$ cat config.mk
export PLATFORM = sky130hd
export DESIGN_NAME = asrh_ctrl
export DESIGN_NICKNAME = d
export VERILOG_FILES = /design/src/asrh_pkg.sv /design/src/asrh_sync.sv /design/src/asrh_ctrl.sv
export SDC_FILE = /design/constraint.sdc
export NUM_CORES = 1
export LEC_CHECK = 0
export BUFFER_PORTS_ARGS = -buffer_cell sky130_fd_sc_hd__buf_2
export CAP_MARGIN = 20
export CORE_MARGIN = 4
export CORE_UTILIZATION = 50
export CTS_CLUSTER_DIAMETER = 150
export CTS_CLUSTER_SIZE = 25
export DETAILED_ROUTE_END_ITERATION = 6
export GPL_ROUTABILITY_DRIVEN = 0
export PLACE_DENSITY = 0.75
export SLEW_MARGIN = 20
export SYNTH_ARGS = -nofsm -noshare
export SYNTH_HDL_FRONTEND = slang
export SYNTH_SLANG_ARGS = --single-unit
$ cat constraint.sdc
create_clock -name clock_i -period 5.67 [get_ports clock_i]
set_input_delay 0.2835 -clock clock_i [delete_from_list [all_inputs] [get_ports clock_i]]
set_output_delay 0.2835 -clock clock_i [all_outputs]
set_load 0.01 [all_outputs]
$ cat src/asrh_pkg.sv
// package for the host-side async sram access controller
package asrh_pkg;
  // device organisation
  localparam int unsigned ADDR_W = 13;
  localparam int unsigned DATA_W = 8;
  localparam int unsigned WORDS = 8192;
  // clock rate in kHz (10 MHz)
  localparam int unsigned CLK_KHZ = 10000;
  // pin timings in ns (parameters, generous defaults)
  localparam int unsigned MIN_WRITE_PULSE_TIME_NS = 15;
  localparam int unsigned WRITE_TO_OUTPUT_FLOAT_DELAY_NS = 10;
  localparam int unsigned DATA_SETUP_TO_WRITE_END_NS = 11;
  localparam int unsigned READ_ACCESS_NS = 20;
  // least times round up to whole cycles, never below one
  function automatic int unsigned ns_to_cyc(input int unsigned ns);
    int unsigned c;
    c = (ns * CLK_KHZ + 999999) / 1000000;
    return (c < 1) ? 1 : c;
  endfunction
  localparam int unsigned WP_CYC = ns_to_cyc(MIN_WRITE_PULSE_TIME_NS);
  localparam int unsigned WP_OE_CYC = ns_to_cyc(
    WRITE_TO_OUTPUT_FLOAT_DELAY_NS + DATA_SETUP_TO_WRITE_END_NS);
  localparam int unsigned RD_CYC = ns_to_cyc(READ_ACCESS_NS);
  localparam int unsigned CNT_W = 4;
  // pins toward the device
  typedef struct packed {
    logic [ADDR_W-1:0] addr;
    logic select_active_low;
    logic select_active_high;
    logic write_n;
    logic output_enable_n;
  } asrh_pins_s;
  // user request
  typedef struct packed {
    logic write;
    logic [ADDR_W-1:0] addr;
    logic [DATA_W-1:0] wdata;
  } asrh_req_s;
endpackage

$ cat src/asrh_sync.sv
// three-stage input synchroniser with agreement filter
`timescale 1ns/1ps
`default_nettype none
module asrh_sync #(
  parameter int unsigned W = 8
) (
  input wire logic clock_i,
  input wire logic rst_i,
  input wire logic [W-1:0] d_i,
  output logic [W-1:0] q_o
);
  // stage one is read only by stage two
  logic [W-1:0] s1_r;
  logic [W-1:0] s2_r;
  logic [W-1:0] s3_r;
  logic [W-1:0] q_r;
  // a bit changes only once stages two and three agree
  always_ff @(posedge clock_i or posedge rst_i)
  begin
    if (rst_i)
    begin
      s1_r <= '0;
      s2_r <= '0;
      s3_r <= '0;
      q_r <= '0;
    end
    else
    begin
      s1_r <= d_i;
      s2_r <= s1_r;
      s3_r <= s2_r;
      q_r <= (s2_r & s3_r) | (q_r & (s2_r ^ s3_r));
    end
  end
  assign q_o = q_r;
endmodule
`default_nettype wire

$ cat src/asrh_ctrl.sv
// host controller driving an 8k x 8 async sram with two selects
`timescale 1ns/1ps
`default_nettype none
module asrh_ctrl
  import asrh_pkg::*;
#(
  parameter bit OE_LOW_IN_WRITE = 1'b0
) (
  input wire logic clock_i,
  input wire logic rst_i,
  input wire logic req_valid_i,
  input wire asrh_pkg::asrh_req_s req_i,
  output logic req_ready_o,
  output logic rsp_valid_o,
  output logic [asrh_pkg::DATA_W-1:0] rsp_data_o,
  output asrh_pkg::asrh_pins_s pins_o,
  input wire logic [asrh_pkg::DATA_W-1:0] data_i,
  output logic [asrh_pkg::DATA_W-1:0] data_o,
  output logic data_oe_o
);
  import asrh_pkg::*;

  // cycle states
  typedef enum logic [2:0] {
    ST_IDLE,
    ST_RSETUP,
    ST_RWAIT,
    ST_WSETUP,
    ST_WPULSE,
    ST_WEND
  } asrh_state_e;

  // write pulse length depends on whether output enable stays low
  localparam logic [CNT_W-1:0] WP_LEN = OE_LOW_IN_WRITE ?
    CNT_W'((WP_OE_CYC > WP_CYC) ? WP_OE_CYC : WP_CYC) : CNT_W'(WP_CYC);
  localparam logic [CNT_W-1:0] RD_LEN = CNT_W'(RD_CYC);

  asrh_state_e state_r; // current state
  asrh_state_e state_nxt; // next state
  logic [CNT_W-1:0] cnt_r; // cycles left in a phase
  logic [CNT_W-1:0] cnt_nxt;
  asrh_pins_s pins_r; // registered pin levels
  asrh_pins_s pins_nxt;
  logic [DATA_W-1:0] wdata_r; // write data held on the bus
  logic [DATA_W-1:0] wdata_nxt;
  logic data_oe_r; // host bus drive
  logic data_oe_nxt;
  logic ready_r; // idle and able to accept
  logic rsp_valid_r; // one-cycle read answer
  logic rsp_valid_nxt;
  logic [DATA_W-1:0] rsp_data_r;
  logic [DATA_W-1:0] rsp_data_nxt;
  logic [DATA_W-1:0] rd_sync; // bus read after the pin synchroniser
  logic take; // request accepted this cycle
  logic cnt_done; // phase counter exhausted

  // bus from the device is outside the clock domain
  asrh_sync #(
    .W(DATA_W)
  ) u_rd_sync (
    .clock_i(clock_i),
    .rst_i(rst_i),
    .d_i(data_i),
    .q_o(rd_sync)
  );

  assign take = ready_r && req_valid_i;
  assign cnt_done = (cnt_r == '0);

  // sequencing: address and selects settle before the strobe moves
  always_comb
  begin
    state_nxt = state_r;
    cnt_nxt = cnt_done ? cnt_r : cnt_r - 1'b1;
    pins_nxt = pins_r;
    wdata_nxt = wdata_r;
    data_oe_nxt = data_oe_r;
    rsp_valid_nxt = 1'b0;
    rsp_data_nxt = rsp_data_r;
    case (state_r)
      ST_IDLE:
      begin
        // deselected and quiet while idle
        pins_nxt.write_n = 1'b1;
        pins_nxt.select_active_low = 1'b1;
        pins_nxt.select_active_high = 1'b0;
        pins_nxt.output_enable_n = 1'b1;
        data_oe_nxt = 1'b0;
        if (take)
        begin
          // address only moves with strobe high
          pins_nxt.addr = req_i.addr;
          pins_nxt.select_active_low = 1'b0;
          pins_nxt.select_active_high = 1'b1;
          if (req_i.write)
          begin
            wdata_nxt = req_i.wdata;
            // output enable low only if the stretch option is set
            pins_nxt.output_enable_n = ~OE_LOW_IN_WRITE;
            state_nxt = ST_WSETUP;
          end
          else
          begin
            pins_nxt.output_enable_n = 1'b0;
            cnt_nxt = RD_LEN;
            state_nxt = ST_RSETUP;
          end
        end
      end
      ST_RSETUP:
      begin
        // strobe held high all the read; host never drives the bus
        pins_nxt.write_n = 1'b1;
        data_oe_nxt = 1'b0;
        if (cnt_done)
        begin
          // allow the three-stage synchroniser to catch up
          cnt_nxt = CNT_W'(3);
          state_nxt = ST_RWAIT;
        end
      end
      ST_RWAIT:
      begin
        if (cnt_done)
        begin
          rsp_valid_nxt = 1'b1;
          rsp_data_nxt = rd_sync;
          pins_nxt.output_enable_n = 1'b1;
          pins_nxt.select_active_low = 1'b1;
          pins_nxt.select_active_high = 1'b0;
          state_nxt = ST_IDLE;
        end
      end
      ST_WSETUP:
      begin
        // selects already on: strobe falls after select, so a
        // strobe-controlled write; drive data from the strobe fall
        pins_nxt.write_n = 1'b0;
        data_oe_nxt = 1'b1;
        cnt_nxt = WP_LEN - 1'b1;
        state_nxt = ST_WPULSE;
      end
      ST_WPULSE:
      begin
        // pulse spans the float delay plus data setup when oe low
        if (cnt_done)
        begin
          pins_nxt.write_n = 1'b1;
          // outputs off with the strobe rise: our data still stands
          pins_nxt.output_enable_n = 1'b1;
          state_nxt = ST_WEND;
        end
      end
      ST_WEND:
      begin
        // data held one cycle past strobe rise, then release
        data_oe_nxt = 1'b0;
        pins_nxt.select_active_low = 1'b1;
        pins_nxt.select_active_high = 1'b0;
        pins_nxt.output_enable_n = 1'b1;
        state_nxt = ST_IDLE;
      end
      default:
      begin
        state_nxt = ST_IDLE;
      end
    endcase
  end

  // state and counter
  always_ff @(posedge clock_i or posedge rst_i)
  begin
    if (rst_i)
    begin
      state_r <= ST_IDLE;
      cnt_r <= '0;
    end
    else
    begin
      state_r <= state_nxt;
      cnt_r <= cnt_nxt;
    end
  end

  // pin registers: strobe and output enable high, deselected
  always_ff @(posedge clock_i or posedge rst_i)
  begin
    if (rst_i)
    begin
      pins_r <= '{addr: '0, select_active_low: 1'b1,
                  select_active_high: 1'b0, write_n: 1'b1,
                  output_enable_n: 1'b1};
      wdata_r <= '0;
      data_oe_r <= 1'b0;
    end
    else
    begin
      pins_r <= pins_nxt;
      wdata_r <= wdata_nxt;
      data_oe_r <= data_oe_nxt;
    end
  end

  // user handshake registers
  always_ff @(posedge clock_i or posedge rst_i)
  begin
    if (rst_i)
    begin
      ready_r <= 1'b0;
      rsp_valid_r <= 1'b0;
      rsp_data_r <= '0;
    end
    else
    begin
      ready_r <= (state_nxt == ST_IDLE) && !take;
      rsp_valid_r <= rsp_valid_nxt;
      rsp_data_r <= rsp_data_nxt;
    end
  end

  assign req_ready_o = ready_r;
  assign rsp_valid_o = rsp_valid_r;
  assign rsp_data_o = rsp_data_r;
  assign pins_o = pins_r;
  assign data_o = wdata_r;
  assign data_oe_o = data_oe_r;
endmodule
`default_nettype wire

# Word-level counts from Yosys, hierarchy flattened
# Cells that the tools add are included.
totals:
  n_memories: 0
  ramBits: 0
  rom_bits: 0
  latch_bits: 0
  word_cells: 69
  output_inout_bits: 36
  input_bits: 33
  regBits: 75
op_classes:
  add_sub_neg: 1
  n_lt_le_gt_ge: 0
  bitwise: 4
  div_mod_pow: 0
  eq_ne: 7
  n_reduce_logical: 18
  n_mul: 0
  n_shift: 0
  n_mux: 23
ops:
  columns: ["op", "n"]
  rows:
  - ["8-bit AND", 2]
  - ["4-bit two-way mux", 4]
  - ["3-bit one-hot mux with 5 select lines", 1]
  - ["3-bit two-way mux", 4]
  - ["4-bit one-hot mux with 3 select lines", 1]
  - ["2-bit two-way mux", 4]
  - ["8-bit OR", 1]
  - ["2-bit AND reduction", 4]
  - ["8-bit bitwise XOR", 1]
  - ["3-bit by 2-bit == test with 1-bit output, second input constant", 2]
  - ["3-bit == test, second input constant", 2]
  - ["3-bit zero test", 2]
  - ["2-bit one-hot mux with 3 select lines", 1]
  - ["3-bit AND reduction", 2]
  - ["3-bit nonzero test", 2]
  - ["1-bit two-way mux", 5]
  - ["4-bit zero test", 1]
  - ["2-bit != test, second input constant", 2]
  - ["1-bit one-hot mux with 4 select lines", 1]
  - ["4-bit nonzero test", 1]
  - ["4-bit by 1-bit subtractor with 4-bit output, second input constant", 1]
  - ["3-bit by 1-bit == test with 1-bit output, second input constant", 1]
  - ["1-bit one-hot mux with 3 select lines", 1]
  - ["3-bit OR reduction", 1]
  - ["other kinds (5)", 6]

# Depth between registers and ports, before layout
# Gate-level depths: netlist (run 1).
logic_depth:
  depth_word: 5
  mapped_depth: 8
  ltp_nobuf: 7

# Hierarchy
# A second synthesis (run 1) with hierarchy kept.
hier_totals:
  cells_unflattened: 183
  area_unflattened_um2: 2790.2
by_module_without_submodules:
  columns: ["module", "cells_per_inst", "area_each_um2", "seq_area_each_um2", "instances"]
  rows:
  - ["asrh_ctrl", 134, 1825.5, 1079.8, 1]
  - ["asrh_sync", 49, 964.7, 800.8, 1]

# Worst setup path after synthesis (run 1)
# No wires, ideal clock.
synth_timing:
  kind: "register to register"
  start: "register cnt_r[0]"
  end: "register rsp_data_r[0] (netlist: rsp_data_o[0])"
  setup_ns: 0.125
  required_time_ns: 5.545
  period_less_slack_ns: 2.029
  t_arrival_ns: 1.904
  path_stages_with_launch: 8
  path_slack_ns: 3.641
  n_path_buf: 2
  cell_sequence: "dfrtp_1 -> inv_1 -> ha_1 -> or3b_1 -> buf_6 -> or3_1 -> buf_6 -> mux2_4"
synth_between:
  elab_chain_cells: 2
synth_rtl:
  columns: ["item", "line", "rtl"]
  rows:
  - ["start: declaration", "asrh_ctrl.sv:40", "logic [CNT_W-1:0] cnt_r;"]
  - ["start signal: assignment", "asrh_ctrl.sv:181", "cnt_r <= cnt_nxt;"]
  - ["4-bit zero test", "asrh_ctrl.sv:68", "assign cnt_done = (cnt_r == '0);"]
  - ["2-bit AND reduction (no source line)", null, null]
  - ["end signal: assignment", "asrh_ctrl.sv:217", "rsp_data_r <= rsp_data_nxt;"]
  - ["end: declaration", "asrh_ctrl.sv:51", "logic [DATA_W-1:0] rsp_data_r;"]
# Every way passes these cells.
# A chain may end at the register's enable or synchronous reset.

# Final worst setup path (run 1)
layout_timing:
  start: "register cnt_r[0]"
  end: "register rsp_data_r[7] (netlist: rsp_data_o[7])"
# Same word-level chain as after synthesis.

==> results.toml, run 1 <==
[place]
io_buffers = 68
hpwl_um = 3470
dp.cells = 315
pre_cts_ws_ns = 3.35

[layout]
drive_gt1_frac = 0.464
antennaDiodeCount = 0
final_cells = 331
syn_to_final_growth_pct = 21.9
most-common-layout-cells = "dfrtp_1 (72), buf_2 (68), mux2_2 (22)"
nNetsFinal = 300
layout_commonest_cell = "dfrtp_1"

[clocking]
cts_max_level = 3
cts_resized = 0
clockRootBuffer = "clkbuf_8"
cts_hold_buf = 1
cts_tree = "built"
clk_latency_ns = 0.34
cts.sinks = 75
cts.clk_slew.worst_paths_ns = 0.07
clk_path_buf_depth = 2
cts_setup_buffers = 0
cts_made_buffers = 9

[critical_path]
r2r_cells = 5
worst-path-stages = 5
cp_num_buf_inv = 1
path_delay_family = "simple AND/OR/NAND/NOR gates"
arrival_ns = 2.55
cp-end-kind = "flip-flop"
cp_max_fo = 10
startpoint_type = "flip-flop"
path_class = "reg2reg"
cpPeakStageDelay_ns = 0.65
crit_chain = "inv_1 > ha_1 > or3b_1 > or3_1 > mux2_4"
worst_path_max_delay_cell = "or3_1"
crit_required_ns = 5.89

[yosys]
synth_area_um2 = 2790
seq_area_frac_synth = 0.674
synth_top_area_cell = "dfrtp_1"
synthCells = 181
syn-num-nets = 224
synthTopCellsByArea = "dfrtp_1 (65%), mux2_2 (8.9%), ha_1 (4.5%)"
ys_warn_count = 0
avgSynthCellArea_um2 = 15.4
ys_ff_latch = 75
synth.distinct_cells = 32
synth_top_cell_area_share = 0.646

[timing]
fin_worst_skew_ns = 0.00970
layout_setup_ws_ns = 3.33
worst_slew_pin_slew_ns = 0.837
rsz0062_at_grt = "false"
finalHoldViolations = 0
clock.fmax_ghz = 0.428
setup_tns_ns = 0
fin_crit_sh = 0.412
min_period_ns = 2.34
slew_headroom = 0.442
setup-violations-final = 0
slew_violations = 0

[global_route]
antenna_found_initial = 0
overflow = 0
grt_pass1_vias = 1786
met2_usage = 0.258
grtUsageMet3 = 0.0868
grt-busiest-layer = "met2"
use_met1 = 0.200
grt_pass1_wl_um = 8250
grt_max_degree = 50
track_usage = 0.165

[pwr]
p_leak_uw = 0.00174
finalPower_uw = 1750
max-vdd-ir-drop_mv = 0.281
p_per_area_nw_per_um2 = 514

[detailed_routing]
drc = 0
ant_nets = 0
vias = 1669
wirelength_um = 4970
dr.pass1.iters = 4
wl_per_cell_um = 15.0
vias_per_cell = 5.04
drtIter0Drc = 69

[floorplanning]
die_x_um = 82.7
ios = 69
die_h_um = 82.7
placementRows = 26
die_area_um2 = 6840
fp.coreArea_um2 = 5270
start_util = 0.529

[run_status]
status = "complete, no violations"

[min_path]
min_path_type = "in2reg"
hold_path_depth = 1

[run]
max_cap_violations = 0
==> state kept, by name, summed over array words and instances, names as in the netlist <==
name	flops
data_o	8
pins_o	17
rsp_valid_o	1
req_ready_o	1
u_rd_sync.s3_r	8
u_rd_sync.q_o	8
state_r	3
u_rd_sync.s1_r	8
rsp_data_o	8
data_oe_o	1
u_rd_sync.s2_r	8
cnt_r	4
==> final timing paths <==
path,startpoint,end,slack [ns]
hold / removal,data_i[2],u_rd_sync.s1_r[2]$_DFF_PP0_,0.05
max in group asynchronous,rst_i,req_ready_o$_DFF_PP0_,4.13
min in group asynchronous,rst_i,data_o[3]$_DFFE_PP0P_,0.54
hold reg to reg,u_rd_sync.s1_r[4]$_DFF_PP0_,u_rd_sync.s2_r[4]$_DFF_PP0_,0.34
setup reg to reg,cnt_r[0]$_DFF_PP0_,rsp_data_o[7]$_DFFE_PP0P_,3.33
setup / recovery,cnt_r[0]$_DFF_PP0_,rsp_data_o[7]$_DFFE_PP0P_,3.33
==> per-layer routing <==
layer  share of wire  vias up
met1            0.44      826
met2            0.48       57
met4          0.0036        0
met3           0.080        2
li1                -      784
met5               0        -
==> cell usage after synthesis <==
master / instances
buf_6: 2
a21o_1: 8
or3b_1: 1
nand2_1: 7
and3b_1: 1
a21oi_1: 2
dfrtp_1: 72
nor2b_1: 5
nor2_1: 4
o221a_2: 1
inv_1: 6
or2_2: 1
a2bb2oi_1: 1
a22o_1: 2
clkbuf_1: 2
o32ai_1: 1
mux2_4: 8
nand3_1: 1
nor3_1: 1
ha_1: 10
buf_2: 1
mux2i_1: 3
o21a_1: 1
dfstp_2: 3
a221oi_1: 2
nor4bb_1: 1
or4b_2: 1
nand2b_1: 2
or3_1: 1
and2_0: 1
mux2_2: 22
o21ai_0: 7
==> through the flow <==
step / cell area [um^2] / hold WS (ns) / utilization
3_5_place_dp: 3190 / 0.335 / 0.605
5_1_grt: 3400 / 0.0233 / 0.645
2_1_floorplan: 2790 / 0.315 / -
6_report: 3400 / 0.0519 / 0.645
3_3_place_gp: 3190 / 0.333 / 0.605
4_1_cts: 3400 / 0.0287 / 0.645
==> report_power, final <==
part	switching (uW)	internal, uW	leakage, uW
Sequential	102	695	0.000903
Combinational	256	288	0.000741
Clock	182	224	0.0000974
==> cells by family after synthesis <==
kind of cell / count (synthesis) / share of synthesized area
flip-flops: 75 / 0.674
multiplexers: 33 / 0.143
buffers and inverters: 11 / 0.0206
adder cells (fa/ha/maj): 10 / 0.0449
AND/OR/NAND/NOR: 27 / 0.0543
AO/OA/AOI/OAI: 25 / 0.0633
==> final cells by class <==
cell class	instances	area, um^2
multi-input combinational	95	851
clock buffer	11	151
sequential	75	1880
tap	70	87.6
clock inverter	4	50.0
timing repair buffer	70	358
fill	423	1870
inverter	6	22.5
==> worst reg2reg max path, delay by kind of cell, from the launching register on <==
kind / cells / cell delay [ns]
flip-flops: 1 / 0.40
multiplexers: 1 / 0.38
adder cells (fa/ha/maj): 1 / 0.20
AND/OR/NAND/NOR: 2 / 1.18
buffers and inverters: 1 / 0.07
Power figures use the tool's default switching activity.
==> run 2, diff against run 1 <==
- ABC_AREA: default -> 1
- CORE_UTILIZATION: 50 -> 47
- PLACE_DENSITY: 0.75 -> 0.73
- clock period: 5.67 -> 1.9 ns (I/O delays scaled with it)
==> results.toml, run 2 <==
[floorplanning]
ios = 69
placementRows = 28
die_x_um = 85.7
fp.coreArea_um2 = 5890
start_util = 0.482
die_area_um2 = 7350
die_h_um = 85.7

[yosys]
synth_area_um2 = 2840
synthTopCellsByArea = "dfrtp_1 (63%), nand2_1 (12%), nand3_1 (4.6%)"
avgSynthCellArea_um2 = 10.8
ys.flop_type = "dfrtp_1"
synth_edf_count = 0
synth_top_area_cell = "dfrtp_1"
synth_top_cell_area_share = 0.635
async_flop_share = 1.00
syn-num-nets = 307
synth.distinct_cells = 22
yosysMostFrequentCell = "nand2_1"
seq_area_frac_synth = 0.662
synth_common_cells = "nand2_1 (94), dfrtp_1 (72), nand3_1 (26)"
ys_warn_count = 0
ys_ff_latch = 75
synthCells = 264

[detailed_routing]
drc = 0
ant_nets = 0
vias_per_cell = 4.75
wl_per_cell_um = 12.8
wirelength_um = 5740
dr.pass1.iters = 4
drtIter0Drc = 97
vias = 2134

[clocking]
clk_latency_ns = 0.34
cts_tree = "built"
cts_resized = 0
cts_max_level = 3
cts.clk_slew.worst_paths_ns = 0.08
clockRootBuffer = "clkbuf_8"
clk_path_buf_depth = 2
cts.sinks = 75
cts_made_buffers = 9

[pwr]
max-vdd-ir-drop_mv = 0.768
p_leak_uw = 0.00206
p_per_area_nw_per_um2 = 1460

[timing]
min_period_ns = 1.45
slew_headroom = 0.682
worst_slew_pin_slew_ns = 0.476
finalHoldViolations = 0
setup_tns_ns = 0
fin_worst_skew_ns = 0.00638
rsz0062_at_grt = "false"
setup-violations-final = 0
fin_crit_sh = 0.763
clock.fmax_ghz = 0.689
slew_violations = 0
layout_setup_ws_ns = 0.450

[critical_path]
startpoint_type = "flip-flop"
r2r_slack_ns = 0.45
crit_required_ns = 2.12
path_class = "reg2reg"
arrival_ns = 1.67
r2r_cells = 6
timing.rr.end = "cnt_r[0]$_DFF_PP0_"
crit-reg2reg-launch = "cnt_r[0]$_DFF_PP0_"
cp_max_fo = 7
cp-end-kind = "flip-flop"

[layout]
drive_gt1_frac = 0.286
antennaDiodeCount = 0
layout_commonest_cell = "nand2_1"
most-common-layout-cells = "nand2_1 (94), dfrtp_1 (72), buf_2 (68)"
multi_input_area_um2 = 865
syn_to_final_growth_pct = 32.1
area.sequential_um2 = 1880
largest_register_ffs = 17
nNetsFinal = 412
fill_cells = 497

[global_route]
grt_max_degree = 56
overflow = 0
grt_pass1_wl_um = 9690
track_usage = 0.171
grt_pass1_vias = 2145
antenna_found_initial = 0

[min_path]
hold_path_depth = 3
min_path_type = "in2reg"
hold_end = "pins_o[5]$_DFFE_PP0P_"
min-delay-start = "req_i[9]"

[run_status]
status = "complete, no violations"

[run]
max_cap_violations = 0

[place]
pre_cts_ws_ns = 0.450
io_buffers = 68
hpwl_um = 3860
-- run 2: cell types whose count changed after synthesis, sizes merged, moves of 3 or more --
cell	before	now
mux2	30	0
inv	6	15
nand2	7	98
nand3	1	28
nor2b	5	0
nor2	4	14
mux2i	3	0
-- run 2: what timing repair did --
action / in CTS / in global routing
hold endpoints to repair: 47 / 0
hold buffers: 28 / 0
buffers inserted: 0 / 0
-- run 2: per-layer routing --
layer | GRT usage | wire length (um) | vias to the layer above
met2 | 0.278 | 2900 | 64
met4 | 0.0719 | 110 | 0
li1 | - | - | 1054
met1 | 0.213 | 2470 | 1006
met5 | 0 | 0 | -
met3 | 0.0500 | 264 | 10
-- run 2: cell type report --
cell class | count | area share
flip-flops and latches | 75 | 0.502
repair buffers | 98 | 0.173
multi-input cells | 170 | 0.231
clock inverters | 7 | 0.0204
inverters | 15 | 0.0167
well taps | 75 | 0.0250
clock buffers | 9 | 0.0330
-- run 2: kinds of logic after synthesis --
family	share of synthesized area
simple gates	0.224
flops	0.662
buf+inv	0.0331
compound gates	0.0335
fa+ha+maj	0.0441
xor+xnor	0.00309
-- run 2: worst max-delay path by stage --
stage                        from            endpoint  cells past startpoint
2_1_floorplan  cnt_r[0]$_DFF_PP0_  cnt_r[0]$_DFF_PP0_                      6
3_3_place_gp   cnt_r[0]$_DFF_PP0_  cnt_r[0]$_DFF_PP0_                      6
3_5_place_dp   cnt_r[0]$_DFF_PP0_  cnt_r[0]$_DFF_PP0_                      6
4_1_cts        cnt_r[0]$_DFF_PP0_  cnt_r[0]$_DFF_PP0_                      6
5_1_grt        cnt_r[0]$_DFF_PP0_  cnt_r[0]$_DFF_PP0_                      6
6_report       cnt_r[0]$_DFF_PP0_  cnt_r[0]$_DFF_PP0_                      6
-- run 2: worst max-delay path, cell delays in order (launching register included) --
cell and delay, ns:
dfrtp_1 0.41, inv_1 0.07, ha_1 0.21, nand2_2 0.13
ha_1 0.28, o21ai_0 0.14, o21ai_0 0.10
-- run 2: per-stage QoR --
| stage | power, uW | utilization | hold slack (ns) | area (um^2) | std cells |
|---|---|---|---|---|---|
| after floorplan | 3610 | - | 0.126 | 2840 | 264 |
| after global placement | 4170 | 0.555 | 0.144 | 3270 | 405 |
| after detailed placement | 4240 | 0.555 | 0.142 | 3270 | 405 |
| after CTS | 5510 | 0.637 | 0.00264 | 3750 | 449 |
| after global routing | 5880 | 0.637 | 0.00852 | 3750 | 449 |
| final | 5460 | 0.637 | 0.00583 | 3750 | 449 |
-- run 2: report_power, final --
part / total [uW] / switching (uW) / leakage [uW] / internal (uW)
sequential: 2340 / 275 / 0.000918 / 2070
combinational: 1900 / 1160 / 0.00104 / 732
clock: 1220 / 605 / 0.0000958 / 613
==> run 3, diff against run 2 <==
- CORE_UTILIZATION: 47 -> 50
- PLACE_DENSITY: 0.73 -> 0.74
- clock period: 1.9 -> 1.4 ns (I/O delays scaled with it)
==> results.toml, run 3 (same netlist as run 2, synthesis figures left out) <==
[min_path]
hold_path_depth = 4
min_path_type = "in2reg"
min-delay-start = "req_i[21]"
hold_end = "cnt_r[0]$_DFF_PP0_"

[critical_path]
cp_max_fo = 4
cp-end-kind = "flip-flop"
arrival_ns = 1.55
cpPeakStageDelay_ns = 0.39
startpoint_type = "flip-flop"
path_class = "reg2reg"
path_delay_family = "adder cells"
r2r_cells = 6
cp_num_buf_inv = 1
crit_chain = "inv_1 > ha_4 > nand2_2 > ha_1 > o21ai_2 > o21ai_1"
r2r_slack_ns = 0.08
crit-reg2reg-launch = "cnt_r[0]$_DFF_PP0_"
worst-path-stages = 6
crit_required_ns = 1.63
worst_path_max_delay_cell = "dfrtp_1"
timing.rr.end = "cnt_r[0]$_DFF_PP0_"

[timing]
holdWs_ns = 0.123
fin_crit_sh = 0.944
min_period_ns = 1.32
fin_worst_skew_ns = 0.00675
finalHoldViolations = 0
worst_slew_pin_slew_ns = 0.378
slew_headroom = 0.748
setup-violations-final = 0
clock.fmax_ghz = 0.756
slew_violations = 0

[clocking]
clockRootBuffer = "clkbuf_8"
clk_path_buf_depth = 2
clk_latency_ns = 0.34
cts_max_level = 3
cts.clk_slew.worst_paths_ns = 0.08
cts.sinks = 75
cts_made_buffers = 9
cts_tree = "built"

[run_status]
status = "complete, no violations"

[layout]
largest_register_ffs = 17
drive_gt1_frac = 0.300
syn_to_final_growth_pct = 34.8
nNetsFinal = 418
antennaDiodeCount = 0
layout_commonest_cell = "nand2_1"
final_cells = 452
most-common-layout-cells = "nand2_1 (94), dfrtp_1 (72), buf_2 (68)"

[global_route]
grt_max_degree = 76
track_usage = 0.190
antenna_found_initial = 0
overflow = 0
grt_pass1_wl_um = 10500
grt_pass1_vias = 2230

[place]
io_buffers = 68
dp.cells = 405
hpwl_um = 3860

[detailed_routing]
wl_per_cell_um = 13.4
vias = 2185
dr.pass1.iters = 4
ant_nets = 0
wirelength_um = 6070
vias_per_cell = 4.83
drc = 0
drtIter0Drc = 132

[floorplanning]
ios = 69
start_util = 0.516
fp.coreArea_um2 = 5510
placementRows = 27
die_h_um = 83.4
die_area_um2 = 6950
die_x_um = 83.4

[pwr]
p_leak_uw = 0.00209
clkPwrFrac = 0.223
p_per_area_nw_per_um2 = 2000
p_int_uw = 4810
p_comb_frac = 0.362
max-vdd-ir-drop_mv = 1.15
p_seq_frac = 0.416
switching_share = 0.373
power.switching_uw = 2860

[run]
max_cap_violations = 0
## run 3: through the flow
stage          setup TNS (ns)  area [um^2]  total power, uW  worst slack (ns)  utilization
2_1_floorplan               0         2840             4890            0.0653            -
3_3_place_gp                0         3290             5720            0.0520        0.597
3_5_place_dp          -0.0226         3290             5820           -0.0226        0.597
4_1_cts                     0         3820             7660            0.0160        0.694
5_1_grt              -0.00298         3830             8250          -0.00298        0.695
6_report                    0         3830             7670            0.0778        0.695
## run 3: power groups by stage
| stage | registers (uW) | logic, uW | clock network (uW) |
|---|---|---|---|
| final | 3190 | 2770 | 1710 |
| after global placement | 3200 | 2520 | 0 |
| after global routing | 3270 | 3100 | 1870 |
| after detailed placement | 3210 | 2610 | 0 |
| after floorplan | 3390 | 1500 | 0 |
| after CTS | 3190 | 2730 | 1750 |
## run 3: worst max-delay path by stage
stage,from,end,slack [ns]
after global routing,cnt_r[0]$_DFF_PP0_,rsp_data_o[6]$_DFFE_PP0P_,-0.003
after global placement,cnt_r[0]$_DFF_PP0_,cnt_r[0]$_DFF_PP0_,0.05
after floorplan,cnt_r[0]$_DFF_PP0_,cnt_r[0]$_DFF_PP0_,0.07
after CTS,cnt_r[0]$_DFF_PP0_,cnt_r[0]$_DFF_PP0_,0.02
after detailed placement,cnt_r[0]$_DFF_PP0_,cnt_r[0]$_DFF_PP0_,-0.02
final,cnt_r[0]$_DFF_PP0_,cnt_r[0]$_DFF_PP0_,0.08
## run 3: layout make-up
cell class / instances / area, um^2
Clock buffer: 10 / 138
Clock inverter: 6 / 73.8
Fill cell: 408 / 1680
Inverter: 15 / 65.1
Multi-Input combinational cell: 170 / 881
Sequential cell: 75 / 1880
Tap cell: 72 / 90.1
Timing Repair Buffer: 104 / 698
## run 3: worst register-to-register path, delay by kind of cell (launching register included)
kind | cells | cell delay, ns
fa+ha+maj | 2 | 0.45
flops | 1 | 0.39
compound gates | 2 | 0.18
buf+inv | 1 | 0.10
simple gates | 1 | 0.08
## run 3: per-layer routing
layer	part of all wire	track usage
met5	0	0
met1	0.42	0.231
met4	0.018	0.0773
met2	0.51	0.323
met3	0.054	0.0496
## run 3: timing repair
action / 4_1_cts / 5_1_grt
endpoints found under the setup margin: 1 / 9
pin swaps: 0 / 1
buffers inserted: 1 / 0
gates resized for setup: 2 / 5
hold buffers: 30 / 0
hold endpoints to repair: 101 / 0
